## config.mk

```make
export PLATFORM = sky130hd
export DESIGN_NAME = dsc_seq_ctrl
export DESIGN_NICKNAME = d
export VERILOG_FILES = /design/src/rtl/dsc_edge_div.v /design/src/rtl/dsc_seq_ctrl.v
export VERILOG_INCLUDE_DIRS = /design/src /design/src/shared
export SDC_FILE = /design/constraint.sdc
export NUM_CORES = 1
export LEC_CHECK = 0
export ABC_CLOCK_PERIOD_IN_PS = 2800
export BUFFER_PORTS_ARGS = -buffer_cell sky130_fd_sc_hd__buf_2
export CORE_MARGIN = 8
export CORE_UTILIZATION = 55
export DETAILED_ROUTE_END_ITERATION = 16
export PLACE_DENSITY = 0.77
export SYNTH_ARGS = -nofsm -noshare
export SYNTH_HDL_FRONTEND = slang
export SYNTH_HIERARCHICAL = 1
export SYNTH_SLANG_ARGS = --single-unit
```

## constraint.sdc

```tcl
create_clock -name clk -period 2.8 [get_ports clk]
set_input_delay 0.14 -clock clk [delete_from_list [all_inputs] [get_ports clk]]
set_output_delay 0.14 -clock clk [all_outputs]
set_load 0.05 [all_outputs]
```

## src/shared/dsc_defs.vh

```
// Constants for the sequencer clock and clear block
// Function
// External clock divided by four advances sequencer
// External clock when word bit or pin high
// Select pin high stops internal oscillator
// No progress while external clock stands still
// Power-up clear writes 4F3 to every channel
// Reset pin low runs same clear sequence
// Clear sequence always uses internal clock
// Clear uninterruptible; serial input ignored meanwhile
// Word bit zero internal, one external
// Host repeats word bit in every word
// Disagreement: the input at one wins
// Four external cycles per channel, 128 total
// After clear, resume with current selection
`ifndef DSC_DEFS_VH
`define DSC_DEFS_VH
`define DSC_CLEAR_CODE 12'h4F3
`define DSC_CHANNELS 32
`define DSC_EXT_DIV 4
`define DSC_CLEAR_TIME_NS 320000
`define DSC_CLK_PERIOD_NS 8
`define DSC_CHAN_TIME_NS (`DSC_CLEAR_TIME_NS / `DSC_CHANNELS)
`define DSC_CHAN_CYCLES ((`DSC_CHAN_TIME_NS + `DSC_CLK_PERIOD_NS - 1) / `DSC_CLK_PERIOD_NS)
`endif

```

## src/rtl/dsc_edge_div.v

```verilog
// Sync, edge detect and divide-by-N of the external sequencer clock
`timescale 1ns/1ps
module dsc_edge_div #(
    parameter DIV = 4
) (
    // Clock and reset
    input wire clk,
    input wire rst,
    // Control
    input wire enable,
    // Pin
    input wire extClk,
    // Step
    output reg stepPulse
);
    reg sync1_ff;
    reg sync2_ff;
    reg last_ff;
    reg [7:0] cnt_ff;
    wire rise;
    wire [31:0] divLast;
    assign rise = sync2_ff & ~last_ff;
    // Terminal count kept at full width, then cut on purpose
    assign divLast = DIV - 1;
    always @(posedge clk)
    begin
        if (rst)
        begin
            sync1_ff <= 1'b0;
            sync2_ff <= 1'b0;
            last_ff <= 1'b0;
            cnt_ff <= 8'h00;
            stepPulse <= 1'b0;
        end
        else
        begin
            sync1_ff <= extClk;
            sync2_ff <= sync1_ff;
            last_ff <= sync2_ff;
            stepPulse <= 1'b0;
            if (!enable)
                cnt_ff <= 8'h00;
            else if (rise) // No edge, no progress
            begin
                if (cnt_ff == divLast[7:0]) // Quarter rate step
                begin
                    cnt_ff <= 8'h00;
                    stepPulse <= 1'b1;
                end
                else
                    cnt_ff <= cnt_ff + 8'h01;
            end
        end
    end
endmodule // dsc_edge_div

```

## src/rtl/dsc_seq_ctrl.v

```verilog
// Sequencer clock selection and clear sequence control
`timescale 1ns/1ps
`include "dsc_defs.vh"
module dsc_seq_ctrl #(
    parameter CHAN_CYCLES = `DSC_CHAN_CYCLES,
    parameter CHANNELS = `DSC_CHANNELS
) (
    // Clock and reset
    input wire clk,
    input wire rst,
    // Pins
    input wire ext_seq_clock_in,
    input wire clock_source_pin,
    input wire resetPin_n,
    // Serial word
    input wire wordValid,
    input wire word_clock_select_bit,
    // Channel write
    output reg chanWrite,
    output reg [4:0] chanAddr,
    output reg [11:0] chanCode,
    output reg clearCode,
    // Status
    output reg clearBusy,
    output reg extSelected,
    output reg oscEnable,
    output reg wordAccept
);
    // ****************************************
    // Pin synchronisers
    // ****************************************
    reg pinSel1_ff;
    reg pinSel2_ff;
    reg rst1_ff;
    reg rst2_ff;
    reg rstLast_ff;
    reg wordBit_ff;
    reg [15:0] div_ff;
    reg [4:0] chan_ff;
    reg [1:0] state_ff;
    reg [1:0] nxt_state;
    localparam IDLE = 2'b00;
    localparam CLEAR = 2'b01;
    wire extStep;
    wire intStep;
    wire useExt;
    wire step;
    wire startClear;
    wire chanStep;
    always @(posedge clk)
    begin
        if (rst)
        begin
            pinSel1_ff <= 1'b0;
            pinSel2_ff <= 1'b0;
            rst1_ff <= 1'b1;
            rst2_ff <= 1'b1;
            rstLast_ff <= 1'b1;
        end
        else
        begin
            pinSel1_ff <= clock_source_pin;
            pinSel2_ff <= pinSel1_ff;
            rst1_ff <= resetPin_n;
            rst2_ff <= rst1_ff;
            rstLast_ff <= rst2_ff;
        end
    end
    // ****************************************
    // Clock selection
    // ****************************************
    // Either input at one picks the external clock
    assign useExt = (wordBit_ff | pinSel2_ff) && state_ff == IDLE;
    // Internal oscillator ticks once per channel slot; stopped by pin unless clearing
    assign intStep = (div_ff == CHAN_CYCLES - 1) && oscEnable;
    assign startClear = rstLast_ff & ~rst2_ff;
    dsc_edge_div #(
        .DIV(`DSC_EXT_DIV)
    ) uDiv (
        .clk(clk),
        .rst(rst),
        .enable(useExt),
        .extClk(ext_seq_clock_in),
        .stepPulse(extStep)
    );
    // Four external edges per channel, 128 over the loop
    assign step = useExt ? extStep : intStep;
    // ****************************************
    // Step decode
    // ****************************************
    // Clearing follows the internal tick only, whatever the selection
    function stepFor;
        input [1:0] st;
        input intTick;
        input anyTick;
        begin
            if (st == CLEAR)
                stepFor = intTick;
            else
                stepFor = anyTick;
        end
    endfunction
    assign chanStep = stepFor(state_ff, intStep, step);
    // ****************************************
    // Clear state machine
    // ****************************************
    always @*
    begin
        nxt_state = state_ff;
        case (state_ff)
            IDLE:
            begin
                if (startClear)
                    nxt_state = CLEAR;
            end
            CLEAR:
            begin
                // Runs to the end; pin edges meanwhile are dropped
                if (intStep && chan_ff == CHANNELS - 1)
                    nxt_state = IDLE;
            end
            default:
            begin
                nxt_state = IDLE;
            end
        endcase
    end
    // ****************************************
    // State and internal oscillator
    // ****************************************
    always @(posedge clk)
    begin
        if (rst)
        begin
            state_ff <= CLEAR; // Power-up clear
            div_ff <= 16'h0000;
            oscEnable <= 1'b1;
        end
        else
        begin
            state_ff <= nxt_state;
            // Oscillator off with pin high, forced on while clearing
            oscEnable <= ~pinSel2_ff | (nxt_state == CLEAR);
            if (!oscEnable || intStep)
                div_ff <= 16'h0000;
            else
                div_ff <= div_ff + 16'h0001;
        end
    end
    // ****************************************
    // Channel pointer
    // ****************************************
    always @(posedge clk)
    begin
        if (rst)
        begin
            chan_ff <= 5'h00;
        end
        else
        begin
            // Clear always begins at channel zero
            if (state_ff == IDLE && startClear)
                chan_ff <= 5'h00;
            else if (chanStep)
                chan_ff <= chan_ff + 5'h01;
        end
    end
    // ****************************************
    // Serial word control bit
    // ****************************************
    always @(posedge clk)
    begin
        if (rst)
        begin
            wordBit_ff <= 1'b0;
            wordAccept <= 1'b0;
        end
        else
        begin
            // Word bit latched per word; host must repeat it
            if (wordValid && state_ff == IDLE && !startClear) // Ignored during clear
                wordBit_ff <= word_clock_select_bit;
            wordAccept <= wordValid && state_ff == IDLE && !startClear;
        end
    end
    // ****************************************
    // Outputs
    // ****************************************
    always @(posedge clk)
    begin
        if (rst)
        begin
            chanWrite <= 1'b0;
            chanAddr <= 5'h00;
            chanCode <= 12'h000;
            clearCode <= 1'b0;
            clearBusy <= 1'b1;
            extSelected <= 1'b0;
        end
        else
        begin
            chanWrite <= chanStep;
            chanAddr <= chan_ff;
            chanCode <= `DSC_CLEAR_CODE;
            clearCode <= (state_ff == CLEAR);
            clearBusy <= (nxt_state == CLEAR);
            // Dropped in the very cycle a clear begins, not one later
            extSelected <= useExt && (nxt_state == IDLE);
        end
    end
endmodule // dsc_seq_ctrl

```

# == Yosys cells after proc, flatten, opt, wreduce, memory -nomap -nowiden ==
# Cells that the tools add are included.
# word_totals
ff_bits,64
in_bits,7
out_inout_bits,23
wordCells,63
# classes
addsub,3
eq_ne,5
muxes,8
bitwise_logic,9
reduce_logical,16
# ops
cell,n
"adder 16 x 1 -> 16 bit, second input constant",1
"== test 16 x 11 -> 1 bit, second input constant",1
2-to-1 mux 11 bit,1
"adder 8 x 1 -> 8 bit, second input constant",1
"== test 8 x 2 -> 1 bit, second input constant",1
2-to-1 mux 8 bit,1
logical AND 1 bit,7
OR reduction 2 bit,3
"adder 5 x 1 -> 5 bit, second input constant",1
"== test 5 bit, second input constant",1
inverter 1 bit,5
"== test 2 x 1 -> 1 bit, second input constant",2
zero test 2 bit,2
2-to-1 mux 2 bit,2
one-hot mux 2 bit (2 select lines),1
2-to-1 mux 1 bit,3
OR reduction 3 bit,1
AND 1 bit,2
zero test 1 bit,2
bitwise OR 1 bit,2
logical OR 1 bit,1

# == Logic depth before layout (Yosys ltp) ==
# depth
ltp_word,7
ltp_mapped,7
mapped_depth_nobuf,6

# == By module ==
# The synthesis kept the hierarchy.
# by_module_without_submodules
module,n_inst,cells_each,area_each_um2,seq_area_each_um2
dsc_seq_ctrl,1,179,1765.4,820.8
dsc_edge_div,1,57,550.5,240.2

# == Least setup slack after synthesis ==
# OpenSTA, ideal clock, no wires.
# synth_path
path_type,register to register
start,register oscEnable
end,register chan_ff[0]
setup_ns,0.118
arrival_ns,1.448
required_ns,2.682
slack_ns,1.234
path_stages_with_launch,5
path_buffers,0
synth_period_minus_slack_ns,1.566
path_cell_list,dfxtp_1 -> and4bb_2 -> nand4_2 -> o21a_4 -> mux2i_1
# synth_via
elab_chain_len,3
# synth_lines
element,line_no,rtl
"start, declared",dsc_seq_ctrl.v:26,"output reg oscEnable,"
"start signal, assigned",dsc_seq_ctrl.v:143,oscEnable <= ~pinSel2_ff | (nxt_state == CLEAR);
logical AND 1 bit *,dsc_seq_ctrl.v:75,assign intStep = (div_ff == CHAN_CYCLES - 1) && oscEnable;
2-to-1 mux 1 bit,dsc_seq_ctrl.v:87,assign step = useExt ? extStep : intStep;
2-to-1 mux 1 bit *,dsc_seq_ctrl.v:97,if (st == CLEAR)
"end signal, assigned",dsc_seq_ctrl.v:165,chan_ff <= chan_ff + 5'h01;
"end, declared",dsc_seq_ctrl.v:39,reg [4:0] chan_ff;
# Every way passes the cells marked *; elsewhere a longest branch is shown, timed or not.
# A chain may end at the register's enable or synchronous reset.

# == Worst setup path after layout ==
# layout_path
start,register state_ff[1]
end,register chan_ff[2]
# layout_via
elab_chain_len,4
elab_cells_between_ends,7
classes_between,eq/ne (1); mux (2); reduce/logical (4)
# layout_lines
element,line_no,rtl
"start, declared",dsc_seq_ctrl.v:40,reg [1:0] state_ff;
"start signal, assigned",dsc_seq_ctrl.v:141,state_ff <= nxt_state;
zero test 2 bit,"dsc_seq_ctrl.v:73, dsc_seq_ctrl.v:162",
logical AND 1 bit,dsc_seq_ctrl.v:73,assign useExt = (wordBit_ff | pinSel2_ff) && state_ff == IDLE;
2-to-1 mux 1 bit,dsc_seq_ctrl.v:87,
2-to-1 mux 1 bit,dsc_seq_ctrl.v:97,
# Several ways; a longest one is shown, not always the timed one.

==> metrics.md <==
| Metric | Value |
|---|---|
| Outcome | `completed` |
| Io pins | `30` |
| CP cell instances | `nor4b_2, nor2_1, a41oi_1, nand3_1` |
| Clock root cell | `clkbuf_8` |
| Synth Area per Inst | `approximately 10 um^2` |
| Internal power | `about 1.1 mW` |
| Routed Antenna Nets | `0` |
| Post-synthesis compound-gate area fraction | `between 7 and 8%` |
| Die X | `80.9 um` |
| Clk_lat worst skew | `around 0.3 ns` |
| Ys Warns | `6` |
| Mux contribution to synthesized area | `under 10%` |
| Flops & latches, synth | `53` |
| Distinct cell type count after synthesis | `51` |
| DR WL/cell | `roughly 13 um` |
| R2R setup slack | `around 1.3 ns` |
| Overflow after GRT | `0` |
| Clock power frac | `~37%` |
| CP startpoint | `state_ff[1]` |
| Setup TNS | `0 ns` |
| CP max stage delay | `between 0.4 and 0.5 ns` |
| Hold Buf Count CTS | `0` |
| GRT Total Usage | `between 10% and 20%` |
| Slew Limit Fails | `0` |
| Core Region | `between 4000 and 5000 um^2` |
| CP endpoint kind | `register` |
| Initial Utilization | `57.5%` |
| Vias in the first global route | `1,571` |
| Post-cts sizing count | `0` |
| Hpwl dp | `just under 3000 um` |
| Diodes inserted | `0` |
| Dominant synthesized flop cell | `dfxtp_1` |
| Slowest cell on crit path | `nor4b_2` |
| Share of cells above drive strength 1 | `about a fifth` |
| H-Tree Depth | `2` |
| Max-cap violations | `0` |
| Post-synth EDFFs | `0` |
| Fin crit period | `approximately 1.5 ns` |
| Synth Area in XOR/XNOR | `about 5.3%` |
| Residual DRC count | `0` |
| Largest net degree at the start of global routing | `25` |
| Leak | `1.03 nW` |
| Final Net Count | `around 270` |
| Sequential Area | `between 1000 and 1500 um^2` |
| First-pass GRT wire length | `a little under 7000 um` |
| CTS sink cnt | `53` |
| Top achievable clock speed | `between 0.6 and 0.7 GHz` |
| Power Density | `between 500 and 600 nW/um^2` |
| Crit-path max FO | `13` |
| Most frequent cells in the layout | `dfxtp_1 (53), nor2_1 (25), buf_2 (24)` |
| Psw | `approximately 0.33 mW` |
| Slew of the pin with the lowest slew margin | `roughly 0.75 ns` |
| Reg2Reg Capture Point | `chan_ff[2]` |
| Area contributors post-synth | `dfxtp_1 (46%), xor2_1 (4.5%), buf_4 (4.2%), nor2_1 (4.1%), nor2b_1 (3.2%)` |
| Worst r2r path cells | `4` |
| Via count | `between 1,500 and 2,000` |
| Vias/cell | `approximately 5.3` |
| Crit path kind | `register to register` |
| Post-Syn Instances | `around 240` |
| Area grow syn2layout | `8.10%` |
| RSZ-0062 raised after global routing | `no` |
| Setup Viol. Count Final | `0` |
| Gpl congestion | `0.781` |
| Startpoint Class | `register` |
| Initial antenna violation count | `0` |
| Final Hold Viols | `0` |
| Gate power share | `under 10%` |
| Area of the multi-input gates | `approximately 1100 um^2` |
| Critical Path RT | `between 2 and 3 ns` |
| CTS tree | `built` |
| DR pass1 iterations | `4` |
| Worst EP arrival | `around 1.7 ns` |
| Fill count | `355` |
| Post-synthesis simple-gate area fraction | `between 20% and 30%` |
| WHS | `0.0167 ns` |
| DRT iter0 DRCs | `80` |
| Clock transition at path regs | `roughly 0.09 ns` |
| CTS Buf Count | `5` |
| Post-CTS setup buffers | `0` |
| Worst min path class | `input port to register` |
| Die H | `around 81 um` |
| RR Startpoint | `state_ff[1]` |
| Register area share after synthesis | `between 40% and 50%` |
| Synthesized cell area | `around 2300 um^2` |
| Largest family of logic cells by synthesized area | `simple AND/OR/NAND/NOR gates` |
| Slew HR | `between 40% and 50%` |
| Most common cell after layout, fill and taps aside | `dfxtp_1` |
| Async set or reset register ratio after synthesis | `0%` |
| Clock Path Buffers | `2` |
| DRT Wirelength | `between 4000 and 5000 um` |
| Worst clock skew | `approximately 0.0066 ns` |
| Maximum vdd ir drop | `around 0.38 mV` |
| Seq pwr share | `56.2%` |
| Top cell type's share of synthesized area | `45.8%` |
| I/O Buffers | `24` |
| Post-synthesis adder-cell area fraction | `around 2.7%` |
| Synth area leader | `dfxtp_1` |
| Die ar. | `about 6500 um^2` |
| Row count | `23` |
| Switching share of power | `between 20% and 30%` |
| Worst Setup EP | `chan_ff[2]` |
| Crit share post-route | `around 55%` |
-- cell type report --
class                           instances  area share, %
Multi-Input combinational cell        164           45.0
Sequential cell                        53           42.4
Timing Repair Buffer                   24           4.80
Clock buffer                            6           2.90
Tap cell                               50           2.50
Clock inverter                          2           1.55
Inverter                                6          0.900
-- sequential cells by signal (all words and copies together), names as in the netlist --
name,flops
uDiv/last_ff,1
pinSel2_ff,1
uDiv/cnt_ff,8
chanCode,1
wordBit_ff,1
rstLast_ff,1
clearBusy,1
state_ff,2
rst2_ff,1
pinSel1_ff,1
chan_ff,5
uDiv/stepPulse,1
extSelected,1
wordAccept,1
uDiv/sync2_ff,1
rst1_ff,1
uDiv/sync1_ff,1
clearCode,1
chanWrite,1
chanAddr,5
oscEnable,1
div_ff,16
-- critical path, delay by kind of cell, from the launching register on --
family	cells	cell delay [ns]
AND/OR/NAND/NOR	3	0.81
AO/OA/AOI/OAI	1	0.26
flip-flops	1	0.37
-- worst min path at each step --
stage,start,endpoint,cells after the start
2_1_floorplan,rst,uDiv/last_ff,1
5_1_grt,resetPin_n,rst1_ff,2
3_3_place_gp,resetPin_n,rst1_ff,2
4_1_cts,resetPin_n,rst1_ff,2
6_report,resetPin_n,rst1_ff,2
3_5_place_dp,resetPin_n,rst1_ff,2
-- power groups by stage --
stage	Clock [mW]	Sequential [mW]	Combinational [mW]
2_1_floorplan	0	0.807	0.0786
3_3_place_gp	0	0.796	0.0968
3_5_place_dp	0	0.797	0.0975
4_1_cts	0.524	0.779	0.0978
5_1_grt	0.559	0.782	0.104
6_report	0.509	0.779	0.0971
-- routing by layer --
layer	part of all wire (%)	vias up	GRT usage, %
met3	4.4	5	3.97
met4	1.5	0	5.89
met5	0	-	0
li1	-	840	-
met1	44	759	15.1
met2	50	24	22.5
-- kinds of logic after synthesis --
family / Yosys count
AND/OR/NAND/NOR: 110
flip-flops: 53
AO/OA/AOI/OAI: 24
buffers and inverters: 24
XOR/XNOR: 14
adder cells (fa/ha/maj): 5
multiplexers: 5
other: 1
-- synthesized netlist by cell type, types with 2 or more instances --
master and count:
xnor2_1 2, or2_2 4, clkbuf_1 3, a21oi_1 7, and4_1 3, nor4b_2 2
and2_1 2, nand3_1 9, nor2_1 25, inv_1 6, o21ai_0 6, xor2_1 12
and3_1 5, or3_1 6, and4bb_2 2, nor2b_1 12, ha_1 5, nand2_1 12
dfxtp_1 53, nand4_1 9, mux2i_1 5, buf_4 13, nand2b_1 4, o31ai_1 2
-- per-stage QoR --
stage	power [mW]	setup WS (ns)	utilization [%]	std cells	area, um^2
floorplan	0.885	1.23	-	241	2330
global placement	0.892	1.34	59.4	297	2390
detailed placement	0.894	1.28	59.4	297	2390
CTS	1.40	1.25	62.1	305	2500
global route	1.44	1.06	62.1	305	2500
finish	1.39	1.26	62.1	305	2500
Note: power is estimated with default switching activity, not from simulation.
